--- config.mk ---
export PLATFORM = sky130hd
export DESIGN_NAME = smi_status_enable_aggregator
export DESIGN_NICKNAME = d
export VERILOG_FILES = /design/src/inc/smi_pkg.sv /design/src/inc/smi_flag_if.sv /design/src/smi_flag_bank.sv /design/src/smi_toggle_detect.sv /design/src/smi_status_enable_aggregator.sv
export SDC_FILE = /design/constraint.sdc
export NUM_CORES = 1
export LEC_CHECK = 0
export BUFFER_PORTS_ARGS = -buffer_cell sky130_fd_sc_hd__buf_4
export CAP_MARGIN = 5
export CORE_ASPECT_RATIO = 1.2
export CORE_MARGIN = 1.5
export CORE_UTILIZATION = 40
export DETAILED_ROUTE_END_ITERATION = 7
export SLEW_MARGIN = 20
export SYNTH_ARGS = -nofsm -noshare
export SYNTH_HDL_FRONTEND = slang
export SYNTH_HIERARCHICAL = 1
export SYNTH_SLANG_ARGS = --single-unit
--- constraint.sdc ---
create_clock -name REF_CLK_IN -period 1.5 [get_ports REF_CLK_IN]
set_input_delay 0.075 -clock REF_CLK_IN [delete_from_list [all_inputs] [get_ports REF_CLK_IN]]
set_output_delay 0.075 -clock REF_CLK_IN [all_outputs]
set_load 0.01 [all_outputs]
--- src/inc/smi_pkg.sv ---
// package: register map, field layout and state types of the smi aggregator
// assumes: 8-bit register port, one clock, standby reset as the async reset
package smi_pkg;

    // ****************************************************************
    // register offsets
    // ****************************************************************
    localparam logic [7:0] STS1_OFS = 8'h14;
    localparam logic [7:0] STS2_OFS = 8'h15;
    localparam logic [7:0] STS3_OFS = 8'h16;
    localparam logic [7:0] STS4_OFS = 8'h17;
    localparam logic [7:0] EN1_OFS  = 8'h18;
    localparam logic [7:0] EN2_OFS  = 8'h19;
    localparam logic [7:0] EN3_OFS  = 8'h1A;
    localparam logic [7:0] EN4_OFS  = 8'h1B;

    // ****************************************************************
    // reset values
    // ****************************************************************
    localparam logic [7:0] STS1_RESET = 8'h02;
    localparam logic [7:0] EN_RESET   = 8'h00;

    // ****************************************************************
    // implemented and write-one-to-clear bit masks
    // ****************************************************************
    localparam logic [7:0] STS1_W1C_MASK   = 8'h01;
    localparam logic [7:0] STS2_W1C_MASK   = 8'h10;
    localparam logic [7:0] STS3_W1C_MASK   = 8'hFE;
    localparam logic [7:0] STS4_BASE_MASK  = 8'hAF;
    localparam logic [7:0] STS4_SIX_MASK   = 8'h50;
    localparam logic [7:0] EN1_MASK        = 8'h9F;
    localparam logic [7:0] EN2_MASK        = 8'hF7;
    localparam logic [7:0] EN2_SRC_MASK    = 8'h17;
    localparam logic [7:0] EN3_MASK        = 8'hFE;

    // ****************************************************************
    // field positions
    // ****************************************************************
    localparam int BAT_BIT       = 0;
    localparam int PAR_BIT       = 1;
    localparam int IR_BIT        = 10;
    localparam int CLICK_BIT     = 12;
    localparam int ROUTE_PME_BIT = 5;
    localparam int ROUTE_SER_BIT = 6;
    localparam int ROUTE_PIN_BIT = 7;
    localparam int FLAG_W        = 32;
    localparam int PIN_EVENTS    = 11;

    // ****************************************************************
    // state types
    // ****************************************************************
    typedef struct packed {
        logic [7:0] en1;
        logic [7:0] en2;
        logic [7:0] en3;
        logic [7:0] en4;
        logic [7:0] mirror1;
        logic [7:0] mirror2;
        logic [7:0] rdata;
        logic       group_n;
        logic       pin_n;
        logic       serirq;
        logic       pme;
        logic       strap_done;
        logic       main_rst_d;
    } smi_top_state_t;

endpackage

--- src/inc/smi_flag_if.sv ---
// interface: set, clear and flag vectors between the aggregator and its flag bank
// assumes: owner drives set and clear combinationally, bank registers flags
interface smi_flag_if #(parameter int W = 32);
    logic [W-1:0] set;
    logic [W-1:0] clr;
    logic [W-1:0] flags;
    modport bank  (input set, input clr, output flags);
    modport owner (output set, output clr, input flags);
endinterface

--- src/smi_flag_bank.sv ---
// sticky flag bank: each sticky bit is set by hardware, cleared by request
// assumes: set and clear arrive synchronous to clk_in; set wins over clear
module smi_flag_bank #(
    parameter logic [31:0] STICKY = 32'h0000_0000
) (
    input  wire logic     clk_in,
    input  wire logic     rst_in,
    smi_flag_if.bank      flag_io
);
    typedef struct packed {
        logic [31:0] flags;
    } smi_bank_state_t;

    smi_bank_state_t st_reg;
    smi_bank_state_t st_next;
    logic [31:0]     bit_next;

    // non-sticky positions stay zero so the owner can or in mirrors
    for (genvar i = 0; i < 32; i++) begin : g_bit
        assign bit_next[i] = STICKY[i] &
                             (flag_io.set[i] | (st_reg.flags[i] & ~flag_io.clr[i]));
    end

    always_comb begin
        st_next       = st_reg;
        st_next.flags = bit_next;
    end

    always_ff @(posedge clk_in or posedge rst_in) begin
        if (rst_in) begin
            st_reg <= '0;
        end else begin
            st_reg <= st_next;
        end
    end

    assign flag_io.flags = st_reg.flags;
endmodule

--- src/smi_toggle_detect.sv ---
// toggle detector: one-cycle pulse on any change of each input bit
// assumes: inputs synchronous to clk_in; no pulse in the first cycle after reset
module smi_toggle_detect #(
    parameter int W = 1
) (
    input  wire logic         clk_in,
    input  wire logic         rst_in,
    input  wire logic [W-1:0] level_in,
    output logic      [W-1:0] toggle_out
);
    typedef struct packed {
        logic [W-1:0] prev;
        logic         armed;
    } smi_tog_state_t;

    smi_tog_state_t st_reg;
    smi_tog_state_t st_next;

    // armed keeps the level seen at reset release from counting as an edge
    for (genvar i = 0; i < W; i++) begin : g_tog
        assign toggle_out[i] = st_reg.armed & (level_in[i] ^ st_reg.prev[i]);
    end

    always_comb begin
        st_next       = st_reg;
        st_next.prev  = level_in;
        st_next.armed = 1'b1;
    end

    always_ff @(posedge clk_in or posedge rst_in) begin
        if (rst_in) begin
            st_reg <= '0;
        end else begin
            st_reg <= st_next;
        end
    end
endmodule

--- src/smi_status_enable_aggregator.sv ---
// smi aggregator: status and enable registers, group smi and its three routes
// assumes: RESET_IN is the standby-power reset, MAIN_RESET_IN a synchronous level,
// all source inputs synchronous to REF_CLK_IN
//
// The implementer's own choice: the address-and-strobe port.

// Overview of operation
// - battery-low flag clears only on software write of one to bit 0.
// - at standby reset release, battery replaced or below 1.2V sets battery flag.
// - at main reset release, battery sag below 2.4V sets battery flag.
// - parallel status reads one when port inactive, else follows acknowledge input.
// - uart1, uart2, floppy, watchdog status bits are read-only source mirrors.
// - mouse and keyboard status bits mirror their sources, read-only.
// - any infrared receive transition sets flag; reading status two clears it.
// - mouse-click wake flag clears on software write of one.
// - status three holds seven write-one-to-clear pin flags, bit 0 reserved.
// - status four holds uart3-6 and pin write-one-to-clear flags.
// - enable one gates battery, parallel, uarts, floppy, watchdog into group.
// - enable registers reset to zero on standby reset.
// - enable two gates mouse, keyboard, infrared, click wake into group.
// - enable two bits 5, 6, 7 route group to pme, serial irq, pin.
// - enable three gates status three pin flags bit for bit.
// - enable four gates status four flags bit for bit.
module smi_status_enable_aggregator #(
    parameter logic SIX_PORT_BUILD = 1'b1
) (
    // clock and resets
    input  wire logic        REF_CLK_IN,
    input  wire logic        RESET_IN,
    input  wire logic        MAIN_RESET_IN,
    // battery monitor
    input  wire logic        BATT_VBAT_EVENT_IN,
    input  wire logic        BATT_SAG_IN,
    // mirrored sources
    input  wire logic        PAR_ACTIVE_IN,
    input  wire logic        PAR_ACK_N_IN,
    input  wire logic        UART1_IRQ_IN,
    input  wire logic        UART2_IRQ_IN,
    input  wire logic        FLOPPY_IRQ_IN,
    input  wire logic        WATCHDOG_IN,
    input  wire logic        MOUSE_IRQ_IN,
    input  wire logic        KEYBOARD_IRQ_IN,
    // latched sources
    input  wire logic        IR_RX_IN,
    input  wire logic        CLICK_WAKE_IN,
    input  wire logic [3:0]  UART_HI_IRQ_IN,
    input  wire logic [10:0] PIN_EVENT_IN,
    // register port
    input  wire logic [7:0]  REG_ADDR_IN,
    input  wire logic [7:0]  REG_WDATA_IN,
    input  wire logic        REG_WR_IN,
    input  wire logic        REG_RD_IN,
    output logic      [7:0]  REG_RDATA_OUT,
    // group smi routes
    output logic             SMI_GROUP_N_OUT,
    output logic             SMI_PIN_N_OUT,
    output logic             SMI_SERIRQ_OUT,
    output logic             SMI_PME_OUT
);

    // ****************************************************************
    // constants
    // ****************************************************************
    localparam logic [7:0]  STS4_W1C_MASK = smi_pkg::STS4_BASE_MASK |
                                            (SIX_PORT_BUILD ? smi_pkg::STS4_SIX_MASK : 8'h00);
    localparam logic [31:0] STICKY_MASK   = {STS4_W1C_MASK, smi_pkg::STS3_W1C_MASK,
                                             8'h14, smi_pkg::STS1_W1C_MASK};
    localparam logic [7:0]  EN4_MASK      = STS4_W1C_MASK;

    // ****************************************************************
    // declarations
    // ****************************************************************
    smi_pkg::smi_top_state_t st_reg;
    smi_pkg::smi_top_state_t st_next;
    smi_flag_if #(.W(smi_pkg::FLAG_W)) flag_io ();

    logic        ir_toggle;
    logic        bat_set;
    logic        par_bit;
    logic [7:0]  status1;
    logic [7:0]  status2;
    logic [7:0]  status3;
    logic [7:0]  status4;
    logic        any_enabled;
    logic [31:0] set_vec;
    logic [31:0] clr_vec;

    // ****************************************************************
    // leaf instances
    // ****************************************************************
    smi_toggle_detect #(
        .W (1)
    ) u_ir_toggle (
        .clk_in     (REF_CLK_IN),
        .rst_in     (RESET_IN),
        .level_in   (IR_RX_IN),
        .toggle_out (ir_toggle)
    );

    smi_flag_bank #(
        .STICKY (STICKY_MASK)
    ) u_flags (
        .clk_in  (REF_CLK_IN),
        .rst_in  (RESET_IN),
        .flag_io (flag_io)
    );

    // ****************************************************************
    // event sources into the sticky flags
    // ****************************************************************
    // strap caught in the first clocked cycle after release, never under reset
    assign bat_set = (~st_reg.strap_done & BATT_VBAT_EVENT_IN) |
                     (st_reg.main_rst_d & ~MAIN_RESET_IN & BATT_SAG_IN);

    always_comb begin
        set_vec                     = 32'h0000_0000;
        set_vec[smi_pkg::BAT_BIT]   = bat_set;
        set_vec[smi_pkg::IR_BIT]    = ir_toggle;
        set_vec[smi_pkg::CLICK_BIT] = CLICK_WAKE_IN;
        // status three: a, b, f, g, h, i, j at bits 1..7
        set_vec[23:16] = {PIN_EVENT_IN[9:5], PIN_EVENT_IN[1:0], 1'b0};
        // status four: uart3, uart4, c, d, uart5, e, uart6, k
        set_vec[31:24] = {PIN_EVENT_IN[10], UART_HI_IRQ_IN[3] & SIX_PORT_BUILD,
                          PIN_EVENT_IN[4], UART_HI_IRQ_IN[2] & SIX_PORT_BUILD,
                          PIN_EVENT_IN[3:2], UART_HI_IRQ_IN[1:0]};
    end

    // ****************************************************************
    // clear requests from the register port
    // ****************************************************************
    // only ones clear, and only at implemented bits
    always_comb begin
        clr_vec = 32'h0000_0000;
        if (REG_WR_IN) begin
            unique case (REG_ADDR_IN)
                smi_pkg::STS1_OFS: begin
                    clr_vec[7:0] = REG_WDATA_IN & smi_pkg::STS1_W1C_MASK;
                end
                smi_pkg::STS2_OFS: begin
                    clr_vec[15:8] = REG_WDATA_IN & smi_pkg::STS2_W1C_MASK;
                end
                smi_pkg::STS3_OFS: begin
                    clr_vec[23:16] = REG_WDATA_IN & smi_pkg::STS3_W1C_MASK;
                end
                smi_pkg::STS4_OFS: begin
                    clr_vec[31:24] = REG_WDATA_IN & STS4_W1C_MASK;
                end
                default: begin
                end
            endcase
        end
        // read-clear of infrared; a toggle in the same cycle still wins
        if (REG_RD_IN && (REG_ADDR_IN == smi_pkg::STS2_OFS)) begin
            clr_vec[smi_pkg::IR_BIT] = 1'b1;
        end
    end

    assign flag_io.set = set_vec;
    assign flag_io.clr = clr_vec;

    // ****************************************************************
    // status view
    // ****************************************************************
    assign par_bit = PAR_ACTIVE_IN ? PAR_ACK_N_IN : 1'b1;
    assign status1 = st_reg.mirror1 | flag_io.flags[7:0];
    assign status2 = st_reg.mirror2 | flag_io.flags[15:8];
    assign status3 = flag_io.flags[23:16];
    assign status4 = flag_io.flags[31:24];

    assign any_enabled = |(status1 & st_reg.en1) |
                         |(status2 & st_reg.en2 & smi_pkg::EN2_SRC_MASK) |
                         |(status3 & st_reg.en3) |
                         |(status4 & st_reg.en4);

    // ****************************************************************
    // next state
    // ****************************************************************
    always_comb begin
        st_next            = st_reg;
        st_next.strap_done = 1'b1;
        st_next.main_rst_d = MAIN_RESET_IN;
        // bits 5 and 6 reserved and zero
        st_next.mirror1    = {WATCHDOG_IN, 2'h0, FLOPPY_IRQ_IN,
                              UART1_IRQ_IN, UART2_IRQ_IN, par_bit, 1'b0};
        st_next.mirror2    = {6'h00, KEYBOARD_IRQ_IN, MOUSE_IRQ_IN};

        if (REG_WR_IN) begin
            unique case (REG_ADDR_IN)
                smi_pkg::EN1_OFS: begin
                    st_next.en1 = REG_WDATA_IN & smi_pkg::EN1_MASK;
                end
                smi_pkg::EN2_OFS: begin
                    st_next.en2 = REG_WDATA_IN & smi_pkg::EN2_MASK;
                end
                smi_pkg::EN3_OFS: begin
                    st_next.en3 = REG_WDATA_IN & smi_pkg::EN3_MASK;
                end
                smi_pkg::EN4_OFS: begin
                    st_next.en4 = REG_WDATA_IN & EN4_MASK;
                end
                default: begin
                end
            endcase
        end

        // read data stand one cycle only; unmapped reads give zero
        st_next.rdata = 8'h00;
        if (REG_RD_IN) begin
            unique case (REG_ADDR_IN)
                smi_pkg::STS1_OFS: st_next.rdata = status1;
                smi_pkg::STS2_OFS: st_next.rdata = status2;
                smi_pkg::STS3_OFS: st_next.rdata = status3;
                smi_pkg::STS4_OFS: st_next.rdata = status4;
                smi_pkg::EN1_OFS:  st_next.rdata = st_reg.en1;
                smi_pkg::EN2_OFS:  st_next.rdata = st_reg.en2;
                smi_pkg::EN3_OFS:  st_next.rdata = st_reg.en3;
                smi_pkg::EN4_OFS:  st_next.rdata = st_reg.en4;
                default:           st_next.rdata = 8'h00;
            endcase
        end

        // routes are independent; all three may be on together
        st_next.group_n = ~any_enabled;
        st_next.pin_n   = ~(any_enabled & st_reg.en2[smi_pkg::ROUTE_PIN_BIT]);
        st_next.serirq  = any_enabled & st_reg.en2[smi_pkg::ROUTE_SER_BIT];
        st_next.pme     = any_enabled & st_reg.en2[smi_pkg::ROUTE_PME_BIT];
    end

    // ****************************************************************
    // state register
    // ****************************************************************
    always_ff @(posedge REF_CLK_IN or posedge RESET_IN) begin
        if (RESET_IN) begin
            st_reg            <= '0;
            st_reg.en1        <= smi_pkg::EN_RESET;
            st_reg.en2        <= smi_pkg::EN_RESET;
            st_reg.en3        <= smi_pkg::EN_RESET;
            st_reg.en4        <= smi_pkg::EN_RESET;
            st_reg.mirror1    <= smi_pkg::STS1_RESET;
            st_reg.group_n    <= 1'b1;
            st_reg.pin_n      <= 1'b1;
        end else begin
            st_reg <= st_next;
        end
    end

    assign REG_RDATA_OUT   = st_reg.rdata;
    assign SMI_GROUP_N_OUT = st_reg.group_n;
    assign SMI_PIN_N_OUT   = st_reg.pin_n;
    assign SMI_SERIRQ_OUT  = st_reg.serirq;
    assign SMI_PME_OUT     = st_reg.pme;
endmodule

==> impl_results.md, run 1 <==
- CP max FO: 4
- Reg2reg path depth: 5
- Final setup viols: 0
- CTS root buf: clkbuf_8
- Final clock skew: 8.593 ps
- Final TNS setup: 0 ps
- FF-to-FF Start: u_flags/flag_io.flags[21]
- Share of cells above drive strength 1: 37.67%
- Initial Util: 40.72%
- H-Tree Depth: 3
- CTS max path bufs: 2
- DR iter-0 viols: 170
- Per-cell routed wire length: 15.99 um
- VDD IR max: 0.4579 mV
- FMAX: 685.2 MHz
- Final hold vios: 0
- Power density cells: 874.6 nW/um^2
- Vias in the first global route: 2682
- MaxCap Viol Count: 0
- Final min period: 1459 ps
- First-pass GRT wire length: 13970 um
- Hold Crit Class: input pin to register
- Fin nets: 473
- Largest net degree at the start of global routing: 33
- Die Ht: 105.0 um
- Post-DRT Antenna Nets: 0
- Placement Cell Area: 4140 sq um
- CP startpoint: u_flags/flag_io.flags[21]
- Worst Hold Path Cells: 2
- Outcome: complete, no violations
- TritonCTS clock tree: done
- Row cnt: 37
- CTS clk-pin slew, worst paths: 80 ps
- Residual overflow from global routing: 0
- LEAKAGE: 2.144 nW
- Avg Inst Size Synth: 11.15 sq um
- Finished Layout Cells: 547
- Port bufs: 59
- DR vias: 2695
- WL final: 8745 um
- Ports: 60
- Max reg flops: 37
- Syn Inst Count: 311
- Critical path capture point type: register
- CTS buffer count: 9
- CP Data Required Time: 1740 ps
- Die X: 88.01 um
- CP Data Arrival Time: 1700 ps
- Layout area overhead: 35.25%
- Mapped Area: 3468 sq um
- Fill count: 780
- RSZ-0062 raised after global routing: yes
- Inst Count DP: 499
- Commonest non-fill, non-tap cell in the layout: buf_4
- Final Power: 0.004103 W
- Final worst-path cycle share: 97.30%
- Critical path type: register to register
- Clock Latency Late Sink: 350 ps
- Post-DP HPWL: 6478 um
- Pins Over Slew Limit: 0
- Antenna diodes: 0
- Initial antenna violation count: 0
- Yosys warns: 6
- Core area: 8518 sq um
- First drt pass iteration count: 4
- Residual DRC count: 0
- Vias per cell: 4.927
- Clock Sinks: 69
- GPL Wtd Cong: 0.8954
- Worst setup SP type: register
- Fin util: 55.07%
- Commonest non-fill, non-tap cells in the layout: buf_4, dfrtp_1, dlygate4sd3_1, mux2_2, inv_1
- Design Area, Final: 4691 sq um
- Total Routing Usage GR: 20.57%
- Hold_sp: REG_WDATA_IN[2]
- Die footprint: 9241 sq um
[per-layer routing]
| layer | routed length [um] | part of all wire (%) | global-route usage [%] |
|---|---|---|---|
| met5 | 0 | 0 | 0 |
| met4 | 125 | 1.4 | 7.143 |
| met3 | 372 | 4.3 | 4.818 |
| met2 | 4359 | 50 | 33.15 |
| met1 | 3887 | 44 | 26.75 |
[critical path, stage by stage, from the launching register on]
cell and delay, ps:
dfrtp_1 420, a22oi_1 230, nand4_1 200, nor4_2 290, buf_4 170, nor2b_1 40
[final timing paths]
check                                         to  slack (ps)
setup / recovery                  SMI_SERIRQ_OUT          40
min in group asynchronous  u_ir_toggle/st_reg[0]         130
hold / removal                        st_reg[56]          20
setup reg to reg                  SMI_SERIRQ_OUT          40
hold reg to reg                    SMI_PIN_N_OUT         420
max in group asynchronous          SMI_PIN_N_OUT         640
[final cells by class]
| cell class | instances | area, sq um | area share (%) |
|---|---|---|---|
| sequential | 69 | 1730 | 36.89 |
| multi-input combinational | 200 | 1515 | 32.30 |
| timing repair buffer | 122 | 1003 | 21.39 |
| clock buffer | 11 | 151.4 | 3.228 |
| tap | 117 | 146.4 | 3.121 |
| inverter | 23 | 86.33 | 1.840 |
| clock inverter | 5 | 57.56 | 1.227 |
[what timing repair did]
action                     4_1_cts  5_1_grt
pin swaps                        0        3
resized for setup                1        4
buffers inserted                 0        2
hold endpoints to repair        67        0
setup endpoints to repair        3        3
hold buffers                    30        0
[power breakdown]
group          internal (W)  switching (W)  total [W]
combinational      0.000299       0.000238   0.000537
sequential          0.00193      0.0000456    0.00198
clock              0.000862       0.000724    0.00159
total               0.00310        0.00101    0.00410
[metrics by stage]
step / setup WS [ps] / hold WS, ps
after floorplan: -35.48 / -183.8
final: 40.51 / 20.12
after detailed placement: -137.8 / -44.52
after CTS: 10.90 / 6.863
after global placement: -113.3 / -47.55
after global routing: -26.07 / 9.855
Note: power is estimated with default switching activity, not from simulation.
==> run 2: changes to the inputs <==
- ABC_AREA: not set -> 1
==> impl_results.md, run 2 <==
- Layout area overhead: 28.29% (was 35.25%)
- DR vias: 3414 (was 2695)
- Hold Crit Class: input pin to register (unchanged)
- Setup bufs post-CTS: 0 (unchanged)
- Post-DP HPWL: 6928 um (was 6478 um)
- Final min period: 1336 ps (was 1459 ps)
- Mapped Area: 3732 sq um (was 3468 sq um)
- CTS max path bufs: 2 (unchanged)
- Row cnt: 38 (was 37)
- Initial antenna violation count: 0 (unchanged)
- Fin nets: 653 (was 473)
- CP max FO: 3 (was 4)
- Outcome: complete, no violations (unchanged)
- Largest net degree at the start of global routing: 50 (was 33)
- Avg Inst Size Synth: 7.391 sq um (was 11.15 sq um)
- Worst setup SP type: register (unchanged)
- CTS root buf: clkbuf_8 (unchanged)
- H-Tree Depth: 3 (unchanged)
- Final hold vios: 0 (unchanged)
- Post-DRT Antenna Nets: 0 (unchanged)
- Per-cell routed wire length: 13.00 um (was 15.99 um)
- Initial Util: 41.32% (was 40.72%)
- VDD IR max: 0.3632 mV (was 0.4579 mV)
- CTS clk-pin slew, worst paths: 70 ps (was 80 ps)
- CTS hold repair buffers: 35 (was 30)
- Die X: 91.18 um (was 88.01 um)
- Critical Path, Cell by Cell: nand2_1 -> nand2_1 -> a21oi_1 -> nand3_1 -> nor2_1 -> a21oi_1 (was a22oi_1 -> nand4_1 -> nor4_2 -> buf_4 -> nor2b_1)
- Max reg flops: 37 (unchanged)
- Final worst-path cycle share: 89.10% (was 97.30%)
- Die Ht: 108.8 um (was 105.0 um)
- TritonCTS clock tree: done (unchanged)
- FMAX: 748.3 MHz (was 685.2 MHz)
- Residual DRC count: 0 (unchanged)
- Final clock skew: 7.479 ps (was 8.593 ps)
- First-pass GRT wire length: 15990 um (was 13970 um)
- Vias per cell: 4.677 (was 4.927)
- Die footprint: 9922 sq um (was 9241 sq um)
- WL final: 9487 um (was 8745 um)
- Post-CTS sizing: 0 (was 1)
- Port bufs: 59 (unchanged)
- Hold Path Sink: u_flags/flag_io.flags[0] (was st_reg[56])
- First drt pass iteration count: 5 (was 4)
- R2R Path End: SMI_PME_OUT (was SMI_SERIRQ_OUT)
- GPL Wtd Cong: 0.8521 (was 0.8954)
- Residual overflow from global routing: 0 (unchanged)
- MaxCap Viol Count: 0 (unchanged)
- Setup slack, reg-to-reg: 160 ps (was 40 ps)
- Worst Hold Path Cells: 5 (was 2)
- Commonest non-fill, non-tap cells in the layout: nand2_1, buf_4, dfrtp_1, inv_1, nand3_1 (was buf_4, dfrtp_1, dlygate4sd3_1, mux2_2, inv_1)
- Hold_sp: BATT_SAG_IN (was REG_WDATA_IN[2])
- Syn Inst Count: 505 (was 311)
- Final TNS setup: 0 ps (unchanged)
- Final Power: 0.003823 W (was 0.004103 W)
- Clock Latency Late Sink: 350 ps (about the same)
- Yosys warns: 6 (unchanged)
- Vias in the first global route: 3371 (was 2682)
- Critical path type: register to register (unchanged)
- Share of cells above drive strength 1: 19.34% (was 37.67%)
- Antenna diodes: 0 (unchanged)
- Critical path capture point type: register (unchanged)
- Clock Sinks: 69 (unchanged)
- RSZ-0062 raised after global routing: no (was yes)
- FF-to-FF Start: u_flags/flag_io.flags[30] (was u_flags/flag_io.flags[21])
- Pins Over Slew Limit: 0 (unchanged)
- Commonest non-fill, non-tap cell in the layout: nand2_1 (was buf_4)
- Max incr delay on CP: 400 ps (was 420 ps)
- DR iter-0 viols: 228 (was 170)
- Slowest cell on crit path: dfrtp_1 (unchanged)
- CP Data Arrival Time: 1560 ps (was 1700 ps)
- LEAKAGE: 2.526 nW (was 2.144 nW)
- CTS buffer count: 9 (unchanged)
- Ports: 60 (unchanged)
- CP Data Required Time: 1720 ps (was 1740 ps)
- Power density cells: 798.4 nW/um^2 (was 874.6 nW/um^2)
- Reg2reg path depth: 6 (was 5)
- Final setup viols: 0 (unchanged)
- Total Routing Usage GR: 21.03% (was 20.57%)
- Core area: 9034 sq um (was 8518 sq um)
run 2: layout make-up:
type                    count  area, sq um
clock buffers              14        152.6
clock inverters             2        10.01
fillers                   918         4245
inverters                  66        247.7
multi-input cells         351         1587
flip-flops and latches     69         1730
well taps                 120        150.1
repair buffers            108        910.9
run 2: stage by stage:
stage	hold WS, ps	instances	utilization, %	area [sq um]	setup slack [ps]
2_1_floorplan	-183.8	518	-	3781	257.1
3_3_place_gp	-48.08	679	47.33	4275	141.7
3_5_place_dp	-40.70	679	47.33	4275	97.70
4_1_cts	36.33	730	53.01	4788	167.2
5_1_grt	94.87	730	53.01	4788	57.93
6_report	52.66	730	53.01	4788	163.5
run 2: how the worst max path moves through the flow:
stage | startpoint | endpoint
3_3_place_gp | REG_ADDR_IN[6] | REG_RDATA_OUT[6]
3_5_place_dp | REG_ADDR_IN[6] | REG_RDATA_OUT[1]
2_1_floorplan | RESET_IN | REG_RDATA_OUT[0]
6_report | u_flags/flag_io.flags[30] | SMI_PME_OUT
4_1_cts | u_flags/flag_io.flags[30] | SMI_PME_OUT
5_1_grt | u_flags/flag_io.flags[30] | SMI_PIN_N_OUT
run 2: report_power, final:
part / leakage (nW) / total [W] / switching (W) / internal, W
Combinational: 1.63 / 0.000535 / 0.000288 / 0.000247
Sequential: 0.810 / 0.00197 / 0.0000374 / 0.00194
Clock: 0.0844 / 0.00131 / 0.000671 / 0.000643
run 2: layer usage:
metal	wire length (um)	vias up	GRT usage [%]
li1	-	1730	-
met4	238	0	11.16
met3	389	18	2.789
met5	0	-	0
met2	4749	86	36.35
met1	4110	1580	25.58
run 2: critical path, delay by kind of cell (launching register included):
kind | cells | cell delay [ps]
AOI/OAI and AO/OA | 2 | 260
and+or+nand+nor | 4 | 540
DFF | 1 | 400
==> run 3: changes to the inputs <==
- CORE_UTILIZATION: 40 -> 30
==> impl_results.md, run 3 (synthesized netlist as in run 2, its figures left out) <==
- Final min period: 1352 ps (was 1336 ps)
- Post-DP HPWL: 7368 um (was 6928 um)
- Fin util: 41.10% (was 53.01%)
- CP max FO: 3 (unchanged)
- Per-cell routed wire length: 12.85 um (was 13.00 um)
- Clock Sinks: 69 (unchanged)
- Initial Util: 30.82% (was 41.32%)
- CTS root buf: clkbuf_16 (was clkbuf_8)
- Cell mode on critical path: nand2_1
- Residual overflow from global routing: 0 (unchanged)
- Vias per cell: 4.462 (was 4.677)
- Outcome: complete, no violations (unchanged)
- WL final: 9853 um (was 9487 um)
- TritonCTS clock tree: done (unchanged)
- Hold Crit Class: input pin to register (unchanged)
- Die X: 104.8 um (was 91.18 um)
- Final setup viols: 0 (unchanged)
- Finished Layout Cells: 767 (was 730)
- FMAX: 739.9 MHz (was 748.3 MHz)
- RSZ-0062 raised after global routing: no (unchanged)
- DR iter-0 viols: 204 (was 228)
- First-pass GRT wire length: 16290 um (was 15990 um)
- Total Routing Usage GR: 15.88% (was 21.03%)
- Die Ht: 125.2 um (was 108.8 um)
- Fill count: 1264 (was 918)
- CP top delay family: simple AND/OR/NAND/NOR gates (unchanged)
- Critical path capture point type: register (unchanged)
- Worst hold margin: 79.33 ps (was 52.66 ps)
- Slowest cell on crit path: dfrtp_1 (unchanged)
- Die footprint: 13120 sq um (was 9922 sq um)
- Commonest non-fill, non-tap cell in the layout: nand2_1 (unchanged)
- Final clock skew: 5.132 ps (was 7.479 ps)
- Final Power: 0.004795 W (was 0.003823 W)
- H-Tree Depth: 3 (unchanged)
- Vias in the first global route: 3337 (was 3371)
- Max reg flops: 37 (unchanged)
- Antenna diodes: 0 (unchanged)
- Ports: 60 (unchanged)
- Post-DRT Antenna Nets: 0 (unchanged)
- Worst setup SP type: register (unchanged)
- Residual DRC count: 0 (unchanged)
- CTS clk-pin slew, worst paths: 60 ps (was 70 ps)
- Port bufs: 59 (unchanged)
- VDD IR max: 0.3959 mV (was 0.3632 mV)
- LEAKAGE: 2.584 nW (was 2.526 nW)
- CTS buffer count: 9 (unchanged)
- GPL Wtd Cong: 0.9278 (was 0.8521)
- Largest net degree at the start of global routing: 44 (was 50)
- Setup bufs post-CTS: 0 (unchanged)
- Final worst-path cycle share: 90.10% (was 89.10%)
- CP Data Arrival Time: 1630 ps (was 1560 ps)
- MaxCap Viol Count: 0 (unchanged)
- Final TNS setup: 0 ps (unchanged)
- Layout area overhead: 33.36% (was 28.29%)
- First drt pass iteration count: 5 (unchanged)
- Core area: 12110 sq um (was 9034 sq um)
- Critical Path, Cell by Cell: nand2_1 -> nand2_1 -> a21oi_1 -> nand3_1 -> nor2_1 -> nand2_1 -> nand2_1 (was nand2_1 -> nand2_1 -> a21oi_1 -> nand3_1 -> nor2_1 -> a21oi_1)
- Pins Over Slew Limit: 0 (unchanged)
- Row cnt: 44 (was 38)
- Initial antenna violation count: 0 (unchanged)
- Commonest non-fill, non-tap cells in the layout: nand2_1, buf_4, dfrtp_1, inv_1, nand3_1 (unchanged)
- Power density cells: 963.4 nW/um^2 (was 798.4 nW/um^2)
- Max incr delay on CP: 400 ps (about the same)
- CTS max path bufs: 2 (unchanged)
- Fin nets: 649 (was 653)
- Critical path type: register to register (unchanged)
- CP Data Required Time: 1780 ps (was 1720 ps)
- Final hold vios: 0 (unchanged)
- Clock Latency Late Sink: 340 ps (was 350 ps)
- Worst path bufs/invs: 0 (unchanged)
- DR vias: 3422 (was 3414)
- Share of cells above drive strength 1: 19.31% (was 19.34%)
- Inst Count DP: 716 (was 679)
[run 3: cell types whose count changed in the layout (fill, tap and decap cells not counted)]
cell / change
buf_4: -5
clkbuf_8: -9
clkinv_2: +1
clkbuf_1: -3
buf_12: +1
bufinv_16: +2
clkbuf_16: +9
[run 3: final timing paths]
check | from | endpoint | slack (ps) | cells after the start
setup / recovery | u_flags/flag_io.flags[30] | SMI_PIN_N_OUT | 150 | 7
hold / removal | BATT_SAG_IN | u_flags/flag_io.flags[0] | 80 | 5
setup reg to reg | u_flags/flag_io.flags[30] | SMI_PIN_N_OUT | 150 | 7
hold reg to reg | st_reg[53] | SMI_PIN_N_OUT | 440 | 1
max in group asynchronous | RESET_IN | SMI_GROUP_N_OUT | 640 | 4
min in group asynchronous | RESET_IN | u_ir_toggle/st_reg[1] | 170 | 3
[run 3: routing by layer]
layer,share of wire (%),global-route usage [%],routed length [um],vias to the layer above
li1,-,-,-,1721
met1,42,18.77,4180,1590
met2,49,26.87,4840,93
met3,5.6,3.910,551,18
met4,2.9,7.655,281,0
met5,0,0,0,-
[run 3: final cells by class]
class	count	area, sq um	area share, %
tap	161	201.4	4.047
timing repair buffer	104	893.4	17.95
sequential	69	1730	34.77
clock buffer	11	242.7	4.877
inverter	66	247.7	4.977
multi-input combinational	351	1587	31.88
clock inverter	5	75.07	1.508
[run 3: worst register-to-register path, delay by kind of cell, from the launching register on]
family | cells | cell delay (ps)
and+or+nand+nor | 6 | 760
DFF | 1 | 400
AOI/OAI and AO/OA | 1 | 140
[run 3: through the flow]
step           setup slack, ps  area [sq um]
2_1_floorplan            257.1          3781
3_5_place_dp             123.1          4309
5_1_grt                  88.49          4977
6_report                 148.4          4977
3_3_place_gp             164.0          4309
4_1_cts                  156.5          4977
[run 3: repair_timing]
action / 4_1_cts / 5_1_grt
hold endpoints to repair: 86 / 0
gates resized for setup: 0 / 0
hold buffers: 35 / 0
[run 3: where the power goes]
part | switching (W) | leakage, nW | total, W | internal [W]
sequential | 0.0000381 | 0.810 | 0.00198 | 0.00194
clock | 0.000791 | 0.159 | 0.00228 | 0.00149
combinational | 0.000289 | 1.62 | 0.000535 | 0.000246
